`src/logic/tsv_pkg.sv`:
```
// Package for the timeout supervisor: field widths, encodings, reset values.
// Assumes a single 40 MHz clock domain; no other package is needed.
package tsv_pkg;
    localparam int unsigned CNT_W       = 32;           // Counter width
    localparam int unsigned RANGE_W     = 4;            // Timeout range select width
    localparam int unsigned RANGE_N     = 16;           // Number of defined ranges
    localparam int unsigned PLEN_W      = 8;            // Reset pulse length width
    localparam int unsigned RANGE_BASE  = 16;           // Range k gives 2^(RANGE_BASE+k)-1, top is full
    localparam logic [31:0] CNT_RST     = 32'hFFFFFFFF; // Counter value after reset
    localparam logic [3:0]  RANGE_RST   = 4'hF;         // Longest range after reset
    // Response modes
    typedef enum logic [0:0]
    {
        TSV_MODE_RESET = 1'b0,
        TSV_MODE_IRQ   = 1'b1
    } tsv_mode_e;
    // Reset pulse states
    typedef enum logic [0:0]
    {
        TSV_ST_IDLE  = 1'b0,
        TSV_ST_PULSE = 1'b1
    } tsv_state_e;
endpackage

```
`src/logic/tsv_range_lut.sv`:
```
// Preset lookup: turns the 4-bit range select into a 32-bit preset.
// Assumes it is combinational, fed from the same clock domain.
`timescale 1ns/1ps
module tsv_range_lut
#(
    parameter int unsigned RANGE_BASE = tsv_pkg::RANGE_BASE
)
(
    input  wire logic [3:0]  range_sel,
    output wire logic [31:0] preset
);
    // Sixteen ranges, each a power of two less one; the top range is the full
    // counter span, so software can always reach the longest possible period
    logic [31:0] table_w [tsv_pkg::RANGE_N];
    genvar k;
    generate
        for (k = 0; k < tsv_pkg::RANGE_N; k++)
        begin : g_rng
            assign table_w[k] = (k == tsv_pkg::RANGE_N - 1) ? tsv_pkg::CNT_RST
                              : 32'((64'h1 << (RANGE_BASE + k)) - 64'h1);
        end
    endgenerate
    assign preset = table_w[range_sel];
endmodule

```
`src/logic/tsv_timeout_supervisor.sv`:
```
// Timeout supervisor: 32-bit down-counting watchdog with reset or interrupt-first response.
// Assumes control bits arrive from logic on clk (no bus), outputs go to an
// interrupt controller and a system reset generator.
// Range k loads 2^(RANGE_BASE+k)-1; range 15 loads the full 32-bit span.
// The reset pulse lasts pulse_len+1 cycles; a new timeout restarts it.
// After any timeout the counter reloads itself and keeps running.
// The interrupt stays set until cleared, even after the reset fires.
//
// Contract
// (RULE_01) Counter and preset are thirty-two bits wide
// (RULE_02) Counter steps on the bus clock only
// (RULE_03) Load preset, count down, zero means timeout
// (RULE_04) Direct mode: timeout asserts system reset immediately
// (RULE_05) Interrupt mode: uncleared interrupt, second timeout resets
// (RULE_06) Reset pulse length set by software
// (RULE_07) Sixteen timeout ranges via four-bit select
// (RULE_08) Clearing or restarting reloads the preset
`timescale 1ns/1ps
module tsv_timeout_supervisor
#(
    parameter int unsigned PLEN_W     = tsv_pkg::PLEN_W,
    parameter int unsigned RANGE_BASE = tsv_pkg::RANGE_BASE
)
(
    input  wire logic              clk,
    input  wire logic              rst,
    input  wire logic              enable,
    input  wire logic              mode_irq,
    input  wire logic [3:0]        range_sel,
    input  wire logic [PLEN_W-1:0] pulse_len,
    input  wire logic              restart,
    input  wire logic              irq_clear,
    output logic                   irq,
    output logic                   sys_reset,
    output logic [31:0]            count
);
    initial
    begin
        if (PLEN_W < 1 || PLEN_W > 16)
            $error("PLEN_W must be 1..16");
        // Range 14 must still fit in 32 bits below the full-span top range
        if (RANGE_BASE < 1 || RANGE_BASE > 17)
            $error("RANGE_BASE must be 1..17");
    end

    logic [31:0]       cnt_r;
    logic [31:0]       cnt_nxt;
    logic              irq_r;
    logic              irq_nxt;
    logic [PLEN_W-1:0] plen_r;
    logic [PLEN_W-1:0] plen_nxt;
    tsv_pkg::tsv_state_e st_r;
    tsv_pkg::tsv_state_e st_nxt;
    logic [31:0]       preset;

    // Preset lookup from the range select [RULE_07]
    tsv_range_lut
    #(
        .RANGE_BASE (RANGE_BASE)
    )
    u_lut
    (
        .range_sel (range_sel),
        .preset    (preset)
    );

    // Event decode
    wire logic service  = restart | irq_clear;
    wire logic timeout  = enable && (cnt_r == 32'h00000000);               // [RULE_03]
    wire logic fire_rst = timeout && (!mode_irq || irq_r);                 // [RULE_04] [RULE_05]
    wire logic fire_irq = timeout && mode_irq && !irq_r;                   // [RULE_05]
    wire logic pulsing  = (st_r == tsv_pkg::TSV_ST_PULSE);

    // Counter: reload while stopped, on service or after timeout, else step down per clk [RULE_02]
    // A timeout in the same cycle as a service still counts, so it is not lost
    assign cnt_nxt = (!enable || service || timeout) ? preset               // [RULE_08]
                   : 32'(cnt_r - 32'h00000001);                            // [RULE_01] [RULE_03]

    // Interrupt flag: the set wins over a clear in the same cycle
    assign irq_nxt = fire_irq ? 1'b1 : (irq_clear ? 1'b0 : irq_r);          // [RULE_05]

    // Reset pulse counter; a length of zero still gives one cycle
    assign plen_nxt = fire_rst ? pulse_len                                  // [RULE_06]
                    : (plen_r != '0) ? PLEN_W'(plen_r - 1'b1) : plen_r;

    // Reset pulse state; a timeout during a pulse restarts its length [RULE_06]
    always_comb
    begin
        st_nxt = st_r;
        case (st_r)
            tsv_pkg::TSV_ST_IDLE:
            begin
                if (fire_rst)
                    st_nxt = tsv_pkg::TSV_ST_PULSE;
            end
            tsv_pkg::TSV_ST_PULSE:
            begin
                if (!fire_rst && plen_r == '0)
                    st_nxt = tsv_pkg::TSV_ST_IDLE;
            end
            default:
            begin
                st_nxt = tsv_pkg::TSV_ST_IDLE;
            end
        endcase
    end

    // State registers
    always_ff @(posedge clk or posedge rst)
    begin
        if (rst)
        begin
            cnt_r  <= tsv_pkg::CNT_RST;
            irq_r  <= 1'b0;
            plen_r <= '0;
            st_r   <= tsv_pkg::TSV_ST_IDLE;
        end
        else
        begin
            cnt_r  <= cnt_nxt;
            irq_r  <= irq_nxt;
            plen_r <= plen_nxt;
            st_r   <= st_nxt;
        end
    end

    // Outputs all from flip-flops; reset output comes one clock after timeout
    assign irq       = irq_r;
    assign sys_reset = pulsing;
    assign count     = cnt_r;

    // Helper: cycles the reset pulse has stood, so a stuck pulse is caught
    logic [PLEN_W:0] hold_r;
    always_ff @(posedge clk or posedge rst)
    begin
        if (rst)
            hold_r <= '0;
        else
            hold_r <= (fire_rst || !pulsing) ? '0 : (PLEN_W+1)'(hold_r + 1'b1);
    end

    // Checks
    // Direct mode: reset follows the timeout one clock later
    a_direct_reset: assert property (@(posedge clk) disable iff (rst) // [RULE_04]
        (enable && cnt_r == 0 && !mode_irq) |=> sys_reset)
        else $error("direct timeout did not assert reset");

    // Interrupt mode: first timeout only interrupts
    a_irq_first: assert property (@(posedge clk) disable iff (rst) // [RULE_05]
        (enable && cnt_r == 0 && mode_irq && !irq_r && !sys_reset) |=> (irq && !sys_reset))
        else $error("first timeout did not raise interrupt only");

    // Interrupt mode: a timeout with the interrupt still set resets
    a_second_timeout: assert property (@(posedge clk) disable iff (rst) // [RULE_05]
        (enable && cnt_r == 0 && mode_irq && irq_r) |=> sys_reset)
        else $error("second timeout did not reset");

    // Plain counting: one step down per clock
    a_count_down: assert property (@(posedge clk) disable iff (rst) // [RULE_03]
        (enable && !restart && !irq_clear && cnt_r != 0) |=> cnt_r == $past(cnt_r) - 1)
        else $error("counter did not decrement");

    // Restart on the top range loads the full span
    a_service_load: assert property (@(posedge clk) disable iff (rst) // [RULE_08]
        (restart && range_sel == 4'hF) |=> cnt_r == 32'hFFFFFFFF)
        else $error("service did not reload preset");

    // Shortest range preset after any service
    a_range_min: assert property (@(posedge clk) disable iff (rst) // [RULE_07]
        (service && range_sel == 4'h0) |=> cnt_r == 32'((64'h1 << RANGE_BASE) - 64'h1))
        else $error("range zero preset wrong");

    // Second range is twice as long as the first
    a_range_step: assert property (@(posedge clk) disable iff (rst) // [RULE_07]
        (service && range_sel == 4'h1) |=> cnt_r == 32'((64'h1 << (RANGE_BASE + 1)) - 64'h1))
        else $error("range one preset wrong");

    // A length of two gives three cycles of reset
    a_pulse_len: assert property (@(posedge clk) disable iff (rst) // [RULE_06]
        (fire_rst && pulse_len == 2) |=> sys_reset [*3] ##1 !sys_reset)
        else $error("reset pulse length wrong");

    // The pulse drops once its length has run out
    a_pulse_end: assert property (@(posedge clk) disable iff (rst) // [RULE_06]
        (pulsing && plen_r == '0 && !fire_rst) |=> !sys_reset)
        else $error("reset pulse did not end");

    // No pulse outlives the largest programmable length
    a_pulse_bound: assert property (@(posedge clk) disable iff (rst) // [RULE_06]
        pulsing |-> !hold_r[PLEN_W])
        else $error("reset pulse too long");

    // The interrupt holds until it is cleared
    a_irq_hold: assert property (@(posedge clk) disable iff (rst) // [RULE_05]
        (irq && !irq_clear) |=> irq)
        else $error("interrupt dropped without clear");

    // A clear without a fresh timeout drops the interrupt
    a_irq_release: assert property (@(posedge clk) disable iff (rst) // [RULE_05]
        (irq_clear && !fire_irq) |=> !irq)
        else $error("interrupt not cleared");

    // Direct mode never raises the interrupt
    a_direct_no_irq: assert property (@(posedge clk) disable iff (rst) // [RULE_04]
        (!mode_irq && !irq) |=> !irq)
        else $error("interrupt raised in direct mode");

    // A stopped counter cannot start a reset pulse
    a_idle_quiet: assert property (@(posedge clk) disable iff (rst) // [RULE_03]
        (!enable && !pulsing) |=> !sys_reset)
        else $error("reset while stopped");

    // A stopped counter sits at the full span on the top range
    a_hold_full: assert property (@(posedge clk) disable iff (rst) // [RULE_01]
        (!enable && range_sel == 4'hF) |=> cnt_r == 32'hFFFFFFFF)
        else $error("counter not at full span");

    // The counter reloads itself after a timeout
    a_timeout_reload: assert property (@(posedge clk) disable iff (rst) // [RULE_08]
        (timeout && range_sel == 4'h0) |=> cnt_r == 32'((64'h1 << RANGE_BASE) - 64'h1))
        else $error("no reload after timeout");

    // Main scenarios
    c_direct: cover property (@(posedge clk) disable iff (rst) fire_rst && !mode_irq);
    c_irq: cover property (@(posedge clk) disable iff (rst) fire_irq);
    c_second: cover property (@(posedge clk) disable iff (rst) fire_rst && mode_irq);
    c_serviced: cover property (@(posedge clk) disable iff (rst) irq ##1 irq_clear ##1 !irq);
    c_retrigger: cover property (@(posedge clk) disable iff (rst) fire_rst && pulsing);
endmodule

```
`config.mk`:
```
export PLATFORM = sky130hd
export DESIGN_NAME = tsv_timeout_supervisor
export DESIGN_NICKNAME = d
export VERILOG_FILES = /design/src/logic/tsv_pkg.sv /design/src/logic/tsv_range_lut.sv /design/src/logic/tsv_timeout_supervisor.sv
export SDC_FILE = /design/constraint.sdc
export NUM_CORES = 1
export LEC_CHECK = 0
export BUFFER_PORTS_ARGS = -buffer_cell sky130_fd_sc_hd__buf_4
export CORE_MARGIN = 2
export CORE_UTILIZATION = 60
export DETAILED_ROUTE_END_ITERATION = 8
export PLACE_DENSITY = 0.82
export RECOVER_POWER = 25
export SYNTH_ARGS = -nofsm -noshare
export SYNTH_HDL_FRONTEND = slang
export SYNTH_HIERARCHICAL = 1
export SYNTH_SLANG_ARGS = --single-unit
```
`constraint.sdc`:
```
create_clock -name clk -period 4.3 [get_ports clk]
set_clock_uncertainty 0.05 [all_clocks]
set_input_delay 0.215 -clock clk [delete_from_list [all_inputs] [get_ports clk]]
set_output_delay 0.215 -clock clk [all_outputs]
set_load 0.05 [all_outputs]
```
==> impl_metrics.tcl <==
set metrics [dict create \
    place.port_buffers 51 \
    clk_pin_slew_worst_paths_ps 80 \
    grt_max_degree 43 \
    die_h_um 72.4 \
    hold_viol 0 \
    syn_area_mm2 0.00281 \
    peakVddDrop_uv 210 \
    avgRoutedWirePerCell_um 15.2 \
    fill_cells 332 \
    setup_viol 0 \
    vias_per_cell 5.55 \
    dp_hpwl_mm 4.06 \
    critPathSlowestCell "nor4b_1" \
    rsz0062_at_grt "false" \
    vias 2102 \
    worstPathCellList "inv_1 -> ha_1 -> nor4b_1 -> nand4_4 -> a21oi_2 -> mux2_2" \
    drt-total-wl_mm 5.77 \
    fin_tns_setup_ps 0 \
    critPathMaxStageDelay_ps 680 \
    ctsRootBufferMaster "clkbuf_8" \
    drt-initial-drc-count 120 \
    r2r_end "plen_r[3]" \
    holdCritStartpoint "irq_clear" \
    syn_area_per_cell_um2 9.95 \
    crit_fanout 18 \
    critical_path_buf_inv_count 1 \
    grt_pass1_wl_mm 9.40 \
    cp_top_family "simple AND/OR/NAND/NOR gates" \
    clock.fmax_mhz 358 \
    cts-htree-levels 2 \
    maxSlewHeadroom_pct -49.9 \
    rrSetupSlack_ps 1510 \
    min_path_type "input port to flip-flop" \
    ys_seq_area_share_pct 38.9 \
    cts_tree "built" \
    dpl.cell_count 371 \
    pin_count 52 \
    fp.dieW_um 72.4 \
    ctsHoldBuffers 0 \
    die-area_mm2 0.00524 \
    clkLatencyLatePin_ps 290 \
    required_ps 4430 \
    period_minus_slack_ps 2790 \
    core_mm2 0.00444 \
    first_global_vias 1990 \
    rr_startpoint "count[0]" \
    gp_congestion 0.810 \
    worstPathArrival_ps 2920 \
    async_flop_share_pct 100 \
    nets 346 \
    setup_slack_ps 1510 \
    drt_first_pass_iters 4 \
    final_max_slew_viol_count 43 \
    clock_path_buffers 2 \
    grt_antenna_before_repair 0 \
    status "complete, but fails checks" \
    fin_crit_sh_pct 64.9 \
    synthCells 282 \
    n_antenna_cell 0 \
    post_cts_buffers 0 \
    yosysWarnings 6 \
    crit_path_start_kind "flip-flop" \
    grt.total_usage_pct 22.9 \
    initial_core_util_pct 63.1 \
    ys_types 50 \
    std_cell_rows 24 \
    dp_slack_ps 1520 \
    tightest_slew_ps 2250 \
    numCtsBuffers 5 \
    cp-end-kind "flip-flop" \
    holdPathStages 2 \
    synth-edff-count 0 \
    ff2ff_path_depth 6 \
    synthFlopType "dfstp_2" \
    drc 0 \
    yosys_register_bits 42 \
    pwr_density_cell_mw_per_mm2 316 \
    postRouteAntennaNets 0 \
    violations "capacitance limit, slew limit" \
    max-cap-violations 1 \
    instances_no_fill 379 \
    area_growth_pct 14.3 \
    cts_sinks 42 \
    postCtsResizedCells 0 \
    criticalPathCategory "flip-flop to flip-flop" \
    drive_above_1_share_pct 39.1 \
    grt_overflow 0 \
    hold-path-endpoint "irq" \
    power.leakage_nw 1.36 \
]
flip-flops by register name, summed over array words and instances (netlist names):
name / cells
sys_reset: 1
plen_r: 8
count: 32
irq: 1
metrics by stage:
step	utilization (%)	instance area, um2	hold slack [ps]	power [mW]
3_5_place_dp	69.8	3100	337	0.723
3_3_place_gp	69.8	3100	333	0.718
5_1_grt	72.2	3210	74.5	1.06
6_report	72.2	3210	76.5	1.01
4_1_cts	72.3	3210	21.9	1.02
2_1_floorplan	-	2860	264	0.668
cells by family after synthesis:
kind of cell / after synthesis / synth area share [%]
AOI/OAI and AO/OA: 45 / 9.14
xor gates and xnor gates: 33 / 10.3
adders and majority gates: 2 / 0.892
buffers and inverters: 39 / 9.09
DFF: 42 / 38.9
muxes: 24 / 11.5
other: 1 / 0.134
and+or+nand+nor: 96 / 20.1
area by class of cell:
class / count / area (um2) / area share (%)
sequential: 42 / 1090 / 34.0
timing repair buffer: 52 / 387 / 12.1
tap: 52 / 65.1 / 2.03
multi-input combinational: 216 / 1520 / 47.4
clock buffer: 8 / 110 / 3.43
inverter: 9 / 33.8 / 1.05
worst max-delay path by stage:
| stage | from | to | slack (ps) | cells after the start |
|---|---|---|---|---|
| global route | count[0] | plen_r[3] | 1300 | 6 |
| global placement | count[6] | plen_r[6] | 1610 | 5 |
| detailed placement | count[0] | plen_r[3] | 1520 | 6 |
| floorplan | count[6] | plen_r[0] | 1850 | 5 |
| finish | count[0] | plen_r[3] | 1510 | 6 |
| CTS | count[0] | plen_r[3] | 1500 | 6 |
cell usage in the layout, fill, tap and decap left out, types with 2 or more instances in the layout:
| cell type | synthesis | final |
|---|---|---|
| a21oi_1 | 31 | 31 |
| nor4_1 | 4 | 4 |
| clkbuf_8 | 0 | 8 |
| xor2_1 | 5 | 5 |
| nand4_1 | 7 | 7 |
| nor2b_1 | 3 | 3 |
| mux2_2 | 10 | 10 |
| nand2_1 | 16 | 16 |
| nand4b_1 | 3 | 3 |
| nor3_1 | 18 | 18 |
| dfrtp_1 | 10 | 10 |
| or3_1 | 3 | 3 |
| nand2b_1 | 3 | 3 |
| dfstp_2 | 32 | 32 |
| buf_4 | 18 | 50 |
| or4_1 | 2 | 2 |
| nor2_1 | 18 | 18 |
| inv_1 | 9 | 9 |
| conb_1 | 1 | 16 |
| nand3_1 | 3 | 3 |
| nor4_2 | 2 | 2 |
| o21ai_0 | 2 | 2 |
| mux2_4 | 14 | 14 |
| a31oi_1 | 2 | 2 |
| ha_1 | 2 | 2 |
| o22ai_1 | 2 | 2 |
| xnor2_1 | 28 | 28 |
power breakdown:
group / internal, mW / switching (mW) / total [mW]
Clock: 0.162 / 0.134 / 0.296
Sequential: 0.437 / 0.0340 / 0.471
Combinational: 0.0969 / 0.149 / 0.246
Total: 0.696 / 0.317 / 1.01
Yosys cell counts (2+ instances only):
library cell | number | area, um2
nor2_1 | 18 | 67.6
a21oi_1 | 31 | 155
mux2_2 | 10 | 113
inv_1 | 9 | 33.8
buf_2 | 3 | 15.0
a31oi_1 | 2 | 12.5
xnor2_1 | 28 | 245
o21ai_0 | 2 | 10.0
nor2b_1 | 3 | 18.8
nand3_1 | 3 | 15.0
buf_6 | 5 | 56.3
or4_1 | 2 | 15.0
xor2_1 | 5 | 43.8
o22ai_1 | 2 | 12.5
dfrtp_1 | 10 | 250
buf_4 | 18 | 135
nor3_1 | 18 | 90.1
nor3b_1 | 2 | 15.0
or3_1 | 3 | 18.8
ha_1 | 2 | 25.0
nor4_1 | 4 | 25.0
nand4b_1 | 3 | 26.3
nand2b_1 | 3 | 18.8
dfstp_2 | 32 | 841
nor4_2 | 2 | 25.0
nand4_1 | 7 | 43.8
nand2_1 | 16 | 60.1
mux2_4 | 14 | 210
clkbuf_1 | 4 | 15.0
routing by layer:
metal	GRT usage, %	wire length (um)
met5	0	0
met4	5.56	51
met3	4.86	284
met2	37.2	2760
met1	31.5	2670
No activity file was read; power rests on OpenSTA's default activity.
